## config.mk

```make
export PLATFORM = sky130hd
export DESIGN_NAME = regulator_ctrl
export DESIGN_NICKNAME = d
export VERILOG_FILES = /design/src/regulator_pkg.sv /design/src/level_sync.sv /design/src/regulator_ctrl.sv
export SDC_FILE = /design/constraint.sdc
export NUM_CORES = 1
export LEC_CHECK = 0
export BUFFER_PORTS_ARGS = -buffer_cell sky130_fd_sc_hd__buf_2
export CAP_MARGIN = 5
export CORE_UTILIZATION = 30
export DETAILED_ROUTE_END_ITERATION = 8
export MAX_ROUTING_LAYER = met4
export PLACE_DENSITY = 0.79
export SLEW_MARGIN = 10
export SYNTH_ARGS = -nofsm -noshare
export SYNTH_HDL_FRONTEND = slang
export SYNTH_HIERARCHICAL = 1
export SYNTH_SLANG_ARGS = --single-unit
```

## constraint.sdc

```tcl
create_clock -name clk_i -period 1 [get_ports clk_i]
set_clock_uncertainty 0.1 [all_clocks]
set_input_delay 0.15 -clock clk_i [delete_from_list [all_inputs] [get_ports clk_i]]
set_output_delay 0.15 -clock clk_i [all_outputs]
set_load 0.005 [all_outputs]
```

## src/regulator_pkg.sv

```systemverilog
// package: register map, field positions and reset values of the regulator control block
package regulator_pkg;
   localparam logic [7:0] REGULATOR_CONTROL_OFFSET = 8'h00;
   localparam int         IRQ_FLAG_BIT             = 0;
   localparam int         IRQ_ENABLE_BIT           = 1;
   localparam int         STATUS_BIT               = 2;
   localparam logic       IRQ_ENABLE_RESET         = 1'b0;
   localparam logic       IRQ_FLAG_RESET           = 1'b0;
   localparam logic [4:0] RESERVED_READ            = 5'h00;
   localparam logic [31:0] UNMAPPED_READ           = 32'h00000000;
   typedef enum logic [1:0] {
      MODE_FULL,
      MODE_REDUCED,
      MODE_SHUTDOWN
   } reg_mode_t;
endpackage

```

## src/level_sync.sv

```systemverilog
// two-flop synchroniser for one asynchronous level
`timescale 1ns/100ps
module level_sync
   import regulator_pkg::*;
(
   input  wire logic clk_i,
   input  wire logic rst_i,
   input  wire logic ce_i,
   input  wire logic rst_val_i,
   input  wire logic async_i,
   output logic      sync_o
);
   logic meta_q;
   logic sync_q;

   // ---------------------------------------------------------------
   // synchroniser stages
   // ---------------------------------------------------------------
   // reset value comes in as a tie-off constant from the parent
   always_ff @(posedge clk_i) begin
      if (rst_i) begin
         meta_q <= rst_val_i;
         sync_q <= rst_val_i;
      end else if (ce_i) begin
         meta_q <= async_i;
         sync_q <= meta_q;
      end
   end

   assign sync_o = sync_q;
endmodule

```

## src/regulator_ctrl.sv

```systemverilog
// regulator mode control, undervoltage status and interrupt, power-on reset pass-through
// Function
// - status bit 2 is read-only, mirrors comparator; writes ignored.
// - detector updates status only in full performance; otherwise status reads 0.
// - interrupt flag bit 0 sets on any status change.
// - flag clears only by writing 1; writing 0 leaves it.
// - with enable bit 1 set, flag drives interrupt request; else none.
// - entering reduced power does not clear the flag.
// - enable pin low selects shutdown; high selects full or reduced power.
// - power-on reset output high while supply low, low once above.
// - power-on reset works in every mode.
// - reduced power in stop mode, full performance otherwise, unless shutdown.
`timescale 1ns/100ps
module regulator_ctrl
   import regulator_pkg::*;
(
   input  wire logic        clk_i,
   input  wire logic        rst_i,
   input  wire logic        ce_i,
   input  wire logic        wb_cyc_i,
   input  wire logic        wb_stb_i,
   input  wire logic        wb_we_i,
   input  wire logic [7:0]  wb_adr_i,
   input  wire logic [3:0]  wb_sel_i,
   input  wire logic [31:0] wb_dat_i,
   output logic      [31:0] wb_dat_o,
   output logic             wb_ack_o,
   input  wire logic        regulator_enable_pin_i,
   input  wire logic        stop_mode_i,
   input  wire logic        undervoltage_cmp_i,
   input  wire logic        supply_low_i,
   output logic             power_on_reset_o,
   output logic             undervoltage_irq_o,
   output logic [1:0]       mode_o
);
   // ---------------------------------------------------------------
   // input synchronisers
   // ---------------------------------------------------------------
   logic cmp_s;
   logic por_s;
   logic en_s;
   logic stop_q;

   level_sync u_sync_cmp (
      .clk_i     (clk_i),
      .rst_i     (rst_i),
      .ce_i      (ce_i),
      .rst_val_i (1'b0),
      .async_i   (undervoltage_cmp_i),
      .sync_o    (cmp_s)
   );

   // power-on reset held high through reset so the core never sees a glitch low
   level_sync u_sync_por (
      .clk_i     (clk_i),
      .rst_i     (rst_i),
      .ce_i      (ce_i),
      .rst_val_i (1'b1),
      .async_i   (supply_low_i),
      .sync_o    (por_s)
   );

   level_sync u_sync_en (
      .clk_i     (clk_i),
      .rst_i     (rst_i),
      .ce_i      (ce_i),
      .rst_val_i (1'b1),
      .async_i   (regulator_enable_pin_i),
      .sync_o    (en_s)
   );

   always_ff @(posedge clk_i) begin
      if (rst_i) begin
         stop_q <= 1'b0;
      end else if (ce_i) begin
         stop_q <= stop_mode_i;
      end
   end

   // ---------------------------------------------------------------
   // operating mode
   // ---------------------------------------------------------------
   reg_mode_t mode_q;
   reg_mode_t mode_d;

   // pin is assumed static while powered, so no hysteresis is built
   always_comb begin
      if (!en_s) begin
         mode_d = MODE_SHUTDOWN;
      end else if (stop_q) begin
         mode_d = MODE_REDUCED;
      end else begin
         mode_d = MODE_FULL;
      end
   end

   always_ff @(posedge clk_i) begin
      if (rst_i) begin
         mode_q <= MODE_FULL;
      end else if (ce_i) begin
         mode_q <= mode_d;
      end
   end

   assign mode_o = mode_q;

   // ---------------------------------------------------------------
   // undervoltage status
   // ---------------------------------------------------------------
   logic status_q;
   logic status_d;

   always_comb begin
      case (mode_q)
         MODE_FULL:     status_d = cmp_s;
         MODE_REDUCED:  status_d = 1'b0;
         MODE_SHUTDOWN: status_d = 1'b0;
         default:       status_d = 1'b0;
      endcase
   end

   always_ff @(posedge clk_i) begin
      if (rst_i) begin
         status_q <= 1'b0;
      end else if (ce_i) begin
         status_q <= status_d;
      end
   end

   // ---------------------------------------------------------------
   // wishbone slave
   // ---------------------------------------------------------------
   logic req;
   logic hit;
   logic wr_lane0;
   logic ack_q;
   logic [31:0] rdata_q;

   assign req      = wb_cyc_i && wb_stb_i && !ack_q;
   assign hit      = (wb_adr_i == REGULATOR_CONTROL_OFFSET);
   assign wr_lane0 = req && ce_i && wb_we_i && hit && wb_sel_i[0];

   always_ff @(posedge clk_i) begin
      if (rst_i) begin
         ack_q <= 1'b0;
      end else if (ce_i) begin
         ack_q <= req;
      end
   end

   assign wb_ack_o = ack_q;

   // ---------------------------------------------------------------
   // control fields and interrupt
   // ---------------------------------------------------------------
   logic irq_en_q;
   logic irq_flag_q;
   logic status_change;

   assign status_change = (status_d != status_q);

   always_ff @(posedge clk_i) begin
      if (rst_i) begin
         irq_en_q <= IRQ_ENABLE_RESET;
      end else if (wr_lane0) begin
         irq_en_q <= wb_dat_i[IRQ_ENABLE_BIT];
      end
   end

   // set beats a same-cycle clear; mode changes never clear the flag
   always_ff @(posedge clk_i) begin
      if (rst_i) begin
         irq_flag_q <= IRQ_FLAG_RESET;
      end else if (ce_i) begin
         if (status_change) begin
            irq_flag_q <= 1'b1;
         end else if (wr_lane0 && wb_dat_i[IRQ_FLAG_BIT]) begin
            irq_flag_q <= 1'b0;
         end
      end
   end

   assign undervoltage_irq_o = irq_en_q && irq_flag_q;

   always_ff @(posedge clk_i) begin
      if (rst_i) begin
         rdata_q <= UNMAPPED_READ;
      end else if (ce_i && req) begin
         if (hit) begin
            rdata_q <= {24'h000000, RESERVED_READ, status_q, irq_en_q, irq_flag_q};
         end else begin
            rdata_q <= UNMAPPED_READ;
         end
      end
   end

   assign wb_dat_o = rdata_q;

   // ---------------------------------------------------------------
   // power-on reset
   // ---------------------------------------------------------------
   // not gated by mode: it must hold in reduced power and shutdown too
   assign power_on_reset_o = por_s;

   // ---------------------------------------------------------------
   // checks
   // ---------------------------------------------------------------
   AST_STATUS_ZERO_OFF_FULL: assert property (@(posedge clk_i) disable iff (rst_i)
      (ce_i && mode_q != MODE_FULL) |=> (!status_q || !ce_i))
      else $error("status set outside full mode");

   AST_FLAG_ON_CHANGE: assert property (@(posedge clk_i) disable iff (rst_i)
      (ce_i && $changed(status_q)) |-> irq_flag_q)
      else $error("flag not set on status change");

   AST_FLAG_HOLD: assert property (@(posedge clk_i) disable iff (rst_i)
      (irq_flag_q && !(wr_lane0 && wb_dat_i[IRQ_FLAG_BIT])) |=> irq_flag_q)
      else $error("flag cleared without write one");

   AST_FLAG_CLEAR: assert property (@(posedge clk_i) disable iff (rst_i)
      (wr_lane0 && wb_dat_i[IRQ_FLAG_BIT] && !status_change) |=> !irq_flag_q)
      else $error("write one did not clear flag");

   AST_IRQ_GATE: assert property (@(posedge clk_i) disable iff (rst_i)
      (wr_lane0 && !wb_dat_i[IRQ_ENABLE_BIT]) |=> !undervoltage_irq_o)
      else $error("irq not silenced by enable clear");

   AST_FLAG_SURVIVES_REDUCED: assert property (@(posedge clk_i) disable iff (rst_i)
      (irq_flag_q && mode_d == MODE_REDUCED && mode_q == MODE_FULL && !wr_lane0) |=> irq_flag_q)
      else $error("flag lost on reduced entry");

   AST_SHUTDOWN_PIN: assert property (@(posedge clk_i) disable iff (rst_i)
      (ce_i && !en_s) |=> (mode_q == MODE_SHUTDOWN || !ce_i))
      else $error("shutdown not selected with pin low");

   AST_POR_FOLLOW: assert property (@(posedge clk_i) disable iff (rst_i)
      (ce_i && supply_low_i) ##1 ce_i [*2] |-> power_on_reset_o)
      else $error("reset output low with supply low");

   AST_REDUCED_IN_STOP: assert property (@(posedge clk_i) disable iff (rst_i)
      (ce_i && en_s && stop_q) |=> (mode_q == MODE_REDUCED || !ce_i))
      else $error("not reduced in stop");

   AST_RESERVED_ZERO: assert property (@(posedge clk_i) disable iff (rst_i)
      wb_dat_o[7:3] == 5'h00)
      else $error("reserved bits nonzero");

   AST_STATUS_TRACKS: assert property (@(posedge clk_i) disable iff (rst_i)
      (ce_i && mode_q == MODE_FULL) |=> (status_q == $past(cmp_s)))
      else $error("status not following comparator");

   AST_STATUS_READ_ONLY: assert property (@(posedge clk_i) disable iff (rst_i)
      (wr_lane0 && !status_change) |=> $stable(status_q))
      else $error("status moved by a write");

   AST_FLAG_ONLY_ON_CHANGE: assert property (@(posedge clk_i) disable iff (rst_i)
      $rose(irq_flag_q) |-> $past(status_change))
      else $error("flag set without status change");

   AST_ENABLE_WRITE: assert property (@(posedge clk_i) disable iff (rst_i)
      wr_lane0 |=> (irq_en_q == $past(wb_dat_i[IRQ_ENABLE_BIT])))
      else $error("enable bit not written");

   AST_POR_RELEASE: assert property (@(posedge clk_i) disable iff (rst_i)
      (ce_i && !supply_low_i) ##1 ce_i [*2] |-> !power_on_reset_o)
      else $error("reset output high with supply good");

   AST_POR_ANY_MODE: assert property (@(posedge clk_i) disable iff (rst_i)
      (ce_i && mode_q != MODE_FULL && supply_low_i) ##1 ce_i [*2] |-> power_on_reset_o)
      else $error("reset output lost outside full mode");

   AST_CMP_SYNC: assert property (@(posedge clk_i) disable iff (rst_i)
      (ce_i && undervoltage_cmp_i) ##1 ce_i [*2] |-> cmp_s)
      else $error("comparator not through two stages");

   // ---------------------------------------------------------------
   // register bus checks
   // ---------------------------------------------------------------
   // ack freezes with ce low, so pulse checks only look at enabled edges
   AST_ACK_AFTER_REQ: assert property (@(posedge clk_i) disable iff (rst_i)
      (ce_i && wb_cyc_i && wb_stb_i && !wb_ack_o) |=> wb_ack_o)
      else $error("request not acknowledged");

   AST_ACK_PULSE: assert property (@(posedge clk_i) disable iff (rst_i)
      (ce_i && wb_ack_o) |=> !wb_ack_o)
      else $error("ack longer than one cycle");

   AST_ACK_IDLE: assert property (@(posedge clk_i) disable iff (rst_i)
      (ce_i && !(wb_cyc_i && wb_stb_i)) |=> !wb_ack_o)
      else $error("ack without request");

   AST_READ_STATUS: assert property (@(posedge clk_i) disable iff (rst_i)
      (ce_i && req && hit) |=> (wb_dat_o[STATUS_BIT] == $past(status_q)))
      else $error("read status differs from status");

   AST_READ_CTRL: assert property (@(posedge clk_i) disable iff (rst_i)
      (ce_i && req && hit) |=> (wb_dat_o[IRQ_ENABLE_BIT] == $past(irq_en_q)
                                && wb_dat_o[IRQ_FLAG_BIT] == $past(irq_flag_q)))
      else $error("read enable or flag differs");

   AST_UNMAPPED_ZERO: assert property (@(posedge clk_i) disable iff (rst_i)
      (ce_i && req && !hit) |=> (wb_dat_o == UNMAPPED_READ))
      else $error("unmapped read not zero");
endmodule

```

# ---- After elaboration in Yosys (flattened, before gate mapping)
# Index checks and enable logic that the tools add are counted.
dict set report classes {
  eq_ne 1
  n_reduce_logical 13
  mux 6
}
# op n
set op_table {}
lappend op_table {{$logic_and A1 B1 Y1} 8}
lappend op_table {{$logic_not A8 Y1} 1}
lappend op_table {{$mux W1} 4}
lappend op_table {{$mux W3} 1}
lappend op_table {{$logic_not A2 Y1} 1}
lappend op_table {{$mux W2} 1}
lappend op_table {{$reduce_and A2 Y1} 1}
lappend op_table {{$reduce_bool A2 Y1} 1}
lappend op_table {{$logic_not A1 Y1} 1}
lappend op_table {{$ne A1 B1 Y1} 1}
dict set report totals {
  out_inout_bits 37
  reg_bits 45
  in_bits 54
  wordCells 33
}

# ---- Longest topological paths before layout
dict set report depth {
  word_depth 9
  ltp_mapped 4
  mapped_depth_nobuf 3
}

# ---- Cells and area by module
# Netlist, hierarchy kept.
# module cells_each seq_area_each_um2 area_per_inst_um2 n_inst
set modules_own_cells {}
lappend modules_own_cells {regulator_ctrl 80 200.2 699.4 1}
lappend modules_own_cells {level_sync 5 60.1 88.8 3}

# ---- Worst setup path before layout
# No wires, ideal clock.
dict set report synth_timing {
  path_kind {register to register}
  startpoint {register ack_q (netlist: wb_ack_o)}
  endpoint {register irq_flag_q}
  t_required_ns 0.783
  synth_period_minus_slack_ns 1.135
  arrival_time_ns 0.917
  path_buffers 0
  setup_ns 0.117
  slack_ns -0.135
  stages_incl_launch_ff 4
  path_cell_list {dfxtp_1 and4b_1 nand4_1 a32o_1}
}
dict set report synth_between {
  elab_chain_len 9
}
# item line
set synth_rtl {}
lappend synth_rtl {{from (decl)} regulator_ctrl.sv:136} ;# logic ack_q;
lappend synth_rtl {{from (signal assigned)} regulator_ctrl.sv:147} ;# ack_q <= req;
lappend synth_rtl {{$logic_not A1 Y1} regulator_ctrl.sv:139} ;# assign req = wb_cyc_i && wb_stb_i && !ack_q;
lappend synth_rtl {{$logic_and A1 B1 Y1} regulator_ctrl.sv:139}
lappend synth_rtl {{$logic_and A1 B1 Y1 (4 in series)} regulator_ctrl.sv:141} ;# assign wr_lane0 = req && ce_i && wb_we_i && hit && wb_sel_i[0];
lappend synth_rtl {{$logic_and A1 B1 Y1} regulator_ctrl.sv:177} ;# end else if (wr_lane0 && wb_dat_i[IRQ_FLAG_BIT]) begin
lappend synth_rtl {{$reduce_bool A2 Y1 (no line)} --}
lappend synth_rtl {{$reduce_and A2 Y1 (no line)} --}
lappend synth_rtl {{to (signal assigned)} regulator_ctrl.sv:173} ;# irq_flag_q <= IRQ_FLAG_RESET;
lappend synth_rtl {{to (signal assigned)} regulator_ctrl.sv:176} ;# irq_flag_q <= 1'b1;
lappend synth_rtl {{to (signal assigned)} regulator_ctrl.sv:178} ;# irq_flag_q <= 1'b0;
lappend synth_rtl {{to (decl)} regulator_ctrl.sv:157} ;# logic irq_flag_q;
# Every way passes these cells.
# A chain may end at the register's enable or synchronous reset.

# ---- Worst setup path after layout
# Same ends and word-level chain as after synthesis.

==> flow_metrics.tcl <==
set metrics [dict create \
    dieArea_mm2 0.00345 \
    cts_max_path_buffers 2 \
    hold_path_class "primary input to register" \
    placed_area_mm2 0.00113 \
    worstReg2RegStart "wb_ack_o$_SDFFE_PP0P_" \
    cp.arrival_ps 1250 \
    p_leak_nw 0.586 \
    end_kind "register" \
    cts_tree "done" \
    synth_top_area_share_pct 22.5 \
    rr_worst_depth 3 \
    startpoint_type "register" \
    die_w_um 58.7 \
    grt_antenna_before_repair 0 \
    route.vias.total 698 \
    synth_seq_area_share_pct 39.4 \
    synth.most_common_cell "buf_4" \
    grt_pass1_wl_mm 2.56 \
    fin_area_mm2 0.00124 \
    p_clk_share_pct 25.4 \
    antenna_cells 0 \
    portBuffers 28 \
    ios 91 \
    syn_area_um2 966 \
    layout_setup_ws_ps -171 \
    hold_violations 0 \
    initial_utilization_pct 31.6 \
    routed_via_density 3.73 \
    grt_remaining_overflow 0 \
    cp_max_fo 5 \
    clock_sinks 16 \
    gp_congestion 0.745 \
    fillers 346 \
    hpwl_mm 1.30 \
    power_density_mw_per_mm2 1080 \
    drc_errors 0 \
    largest_reg_flops 3 \
    failed_checks "setup timing" \
    worst-setup-path-type "register to register" \
    ant_nets 0 \
    yosysTopAreaCell "buf_4" \
    rrSetupSlack_ps -170 \
    design.core.area_mm2 0.00305 \
    status "complete, but fails checks" \
    clk_latency_ps 280 \
    endpoint "irq_flag_q$_SDFFE_PP0P_" \
    synth.distinct_cells 26 \
    avgSynthCellArea_um2 10.2 \
    grt_max_degree 12 \
    synth-main-ff-cell "dfxtp_1" \
    fin_nets 198 \
    intPower_mw 1.00 \
    fp-row-count 20 \
    pwr-share-seq_pct 56.1 \
    place_inst 179 \
    ys_top_cells_by_count "buf_4, dfxtp_1, edfxtp_1, mux2_2" \
    cts-buffers-inserted 3 \
    netlist_instances 95 \
    rsz0062_at_grt "yes" \
    grt_usage_pct 9.87 \
    dpl_worst_slack_ps -178 \
    wl_per_cell_um 8.69 \
    power_switching_mw 0.331 \
    stdcell_count 187 \
    async_reset_ff_share_pct 0 \
    wl_mm 1.63 \
    fin_crit_sh_pct 117 \
    peakVddDrop_v 0.000630 \
    maxCapViolations 0 \
    setup_viol 11 \
    dr.pass1.iters 4 \
    critPathRequiredTime_ps 1070 \
    die_h_um 58.7 \
    worstSetupStartpoint "wb_ack_o$_SDFFE_PP0P_" \
    rr_endpoint "irq_flag_q$_SDFFE_PP0P_" \
    period_needed_ps 1170 \
    drt_iter0_drc 7 \
    switching_share_pct 24.8 \
    syn_to_final_growth_pct 28.4 \
    postSynthRegisterBits 16 \
    final_layout_size_suffix_gt1_share_pct 45.5 \
    synth_area_leaders "buf_4, dfxtp_1, edfxtp_1" \
    synth_edf_count 6 \
    grt_pass1_vias 629 \
    power_frac_comb_pct 18.5 \
    report.final.slew_viol_count 0 \
    htree_num_levels 1 \
    yosysWarningCount 6 \
    fmax_ghz 0.854 \
    clkTransAtPathRegs_ps 90 \
    root_buffer "clkbuf_4" \
]
==> layout by cell type, fill, tap and decap left out, types with 2 or more instances in the layout <==
cell type	count
a21oi_1	5
nand2_1	5
nor4_4	2
nor2_1	3
nand4_1	5
or2_2	3
nand2b_1	2
edfxtp_1	6
buf_4	11
mux2i_1	3
clkbuf_4	3
conb_1	35
buf_6	5
mux2_2	6
dfxtp_2	7
buf_2	25
dfxtp_1	3
and2_1	2
==> metal layers <==
metal	vias to the layer above	wire, um	GRT usage [%]
li1	360	-	-
met5	-	0	-
met1	313	733	12.8
met2	23	803	15.4
met4	0	10	4.08
met3	2	77	1.32
==> worst min-delay path by stage <==
| stage | from | slack (ps) | cells past startpoint | end |
|---|---|---|---|---|
| detailed placement | wb_dat_i[1] | 300 | 3 | irq_en_q$_SDFFE_PP0P_ |
| CTS | stop_mode_i | 10 | 3 | stop_q$_SDFFE_PP0P_ |
| finish | stop_mode_i | 10 | 3 | stop_q$_SDFFE_PP0P_ |
| global placement | wb_dat_i[1] | 300 | 3 | irq_en_q$_SDFFE_PP0P_ |
| global route | stop_mode_i | 30 | 3 | stop_q$_SDFFE_PP0P_ |
| floorplan | wb_dat_i[1] | 190 | 2 | irq_en_q$_SDFFE_PP0P_ |
==> power groups by stage <==
| stage | Clock (mW) | Combinational [mW] | Sequential [mW] |
|---|---|---|---|
| after global routing | 0.377 | 0.278 | 0.756 |
| final | 0.339 | 0.247 | 0.749 |
| after global placement | 0 | 0.217 | 0.757 |
| after detailed placement | 0 | 0.220 | 0.760 |
| after floorplan | 0 | 0.198 | 0.756 |
| after CTS | 0.348 | 0.244 | 0.748 |
==> logic make-up after synthesis <==
group           after synthesis  share of synthesized area (%)
compound gates                7                           4.40
xor+xnor                      1                          0.907
buf+inv                      32                           23.8
flops                        16                           39.4
mux                           9                           10.1
other cells                   2                          0.777
simple gates                 28                           20.6
==> layout make-up <==
cell class	instances	area (um^2)	share of cell area, %
clock buffer	3	22.5	1.82
clock inverter	1	3.75	0.303
inverter	1	3.75	0.303
multi-input combinational	80	492	39.7
sequential	16	389	31.4
tap	44	55.1	4.44
timing repair buffer	42	274	22.1
==> timing repair <==
item | in CTS | in global routing
buffers inserted | 3 | 0
pin swaps | 8 | 2
hold endpoints to repair | 1 | 0
gates resized for setup | 10 | 4
endpoints found under the setup margin | 11 | 16
hold buffers | 1 | 0
==> through the flow <==
step                setup TNS, ps  util [%]  hold slack [ps]  power, mW
global route                -1550      40.6             26.9       1.41
finish                       -944      40.6             11.6       1.34
floorplan                    -205         -              189      0.955
global placement            -1280      37.2              300      0.974
CTS                          -970      40.3             10.3       1.34
detailed placement          -1320      37.2              304      0.980
==> critical path: stages (launching register included) <==
cell	delay, ps
dfxtp_2	330
and4b_2	330
nand4_1	100
a32o_1	210
(Power assumes the default switching activity.)
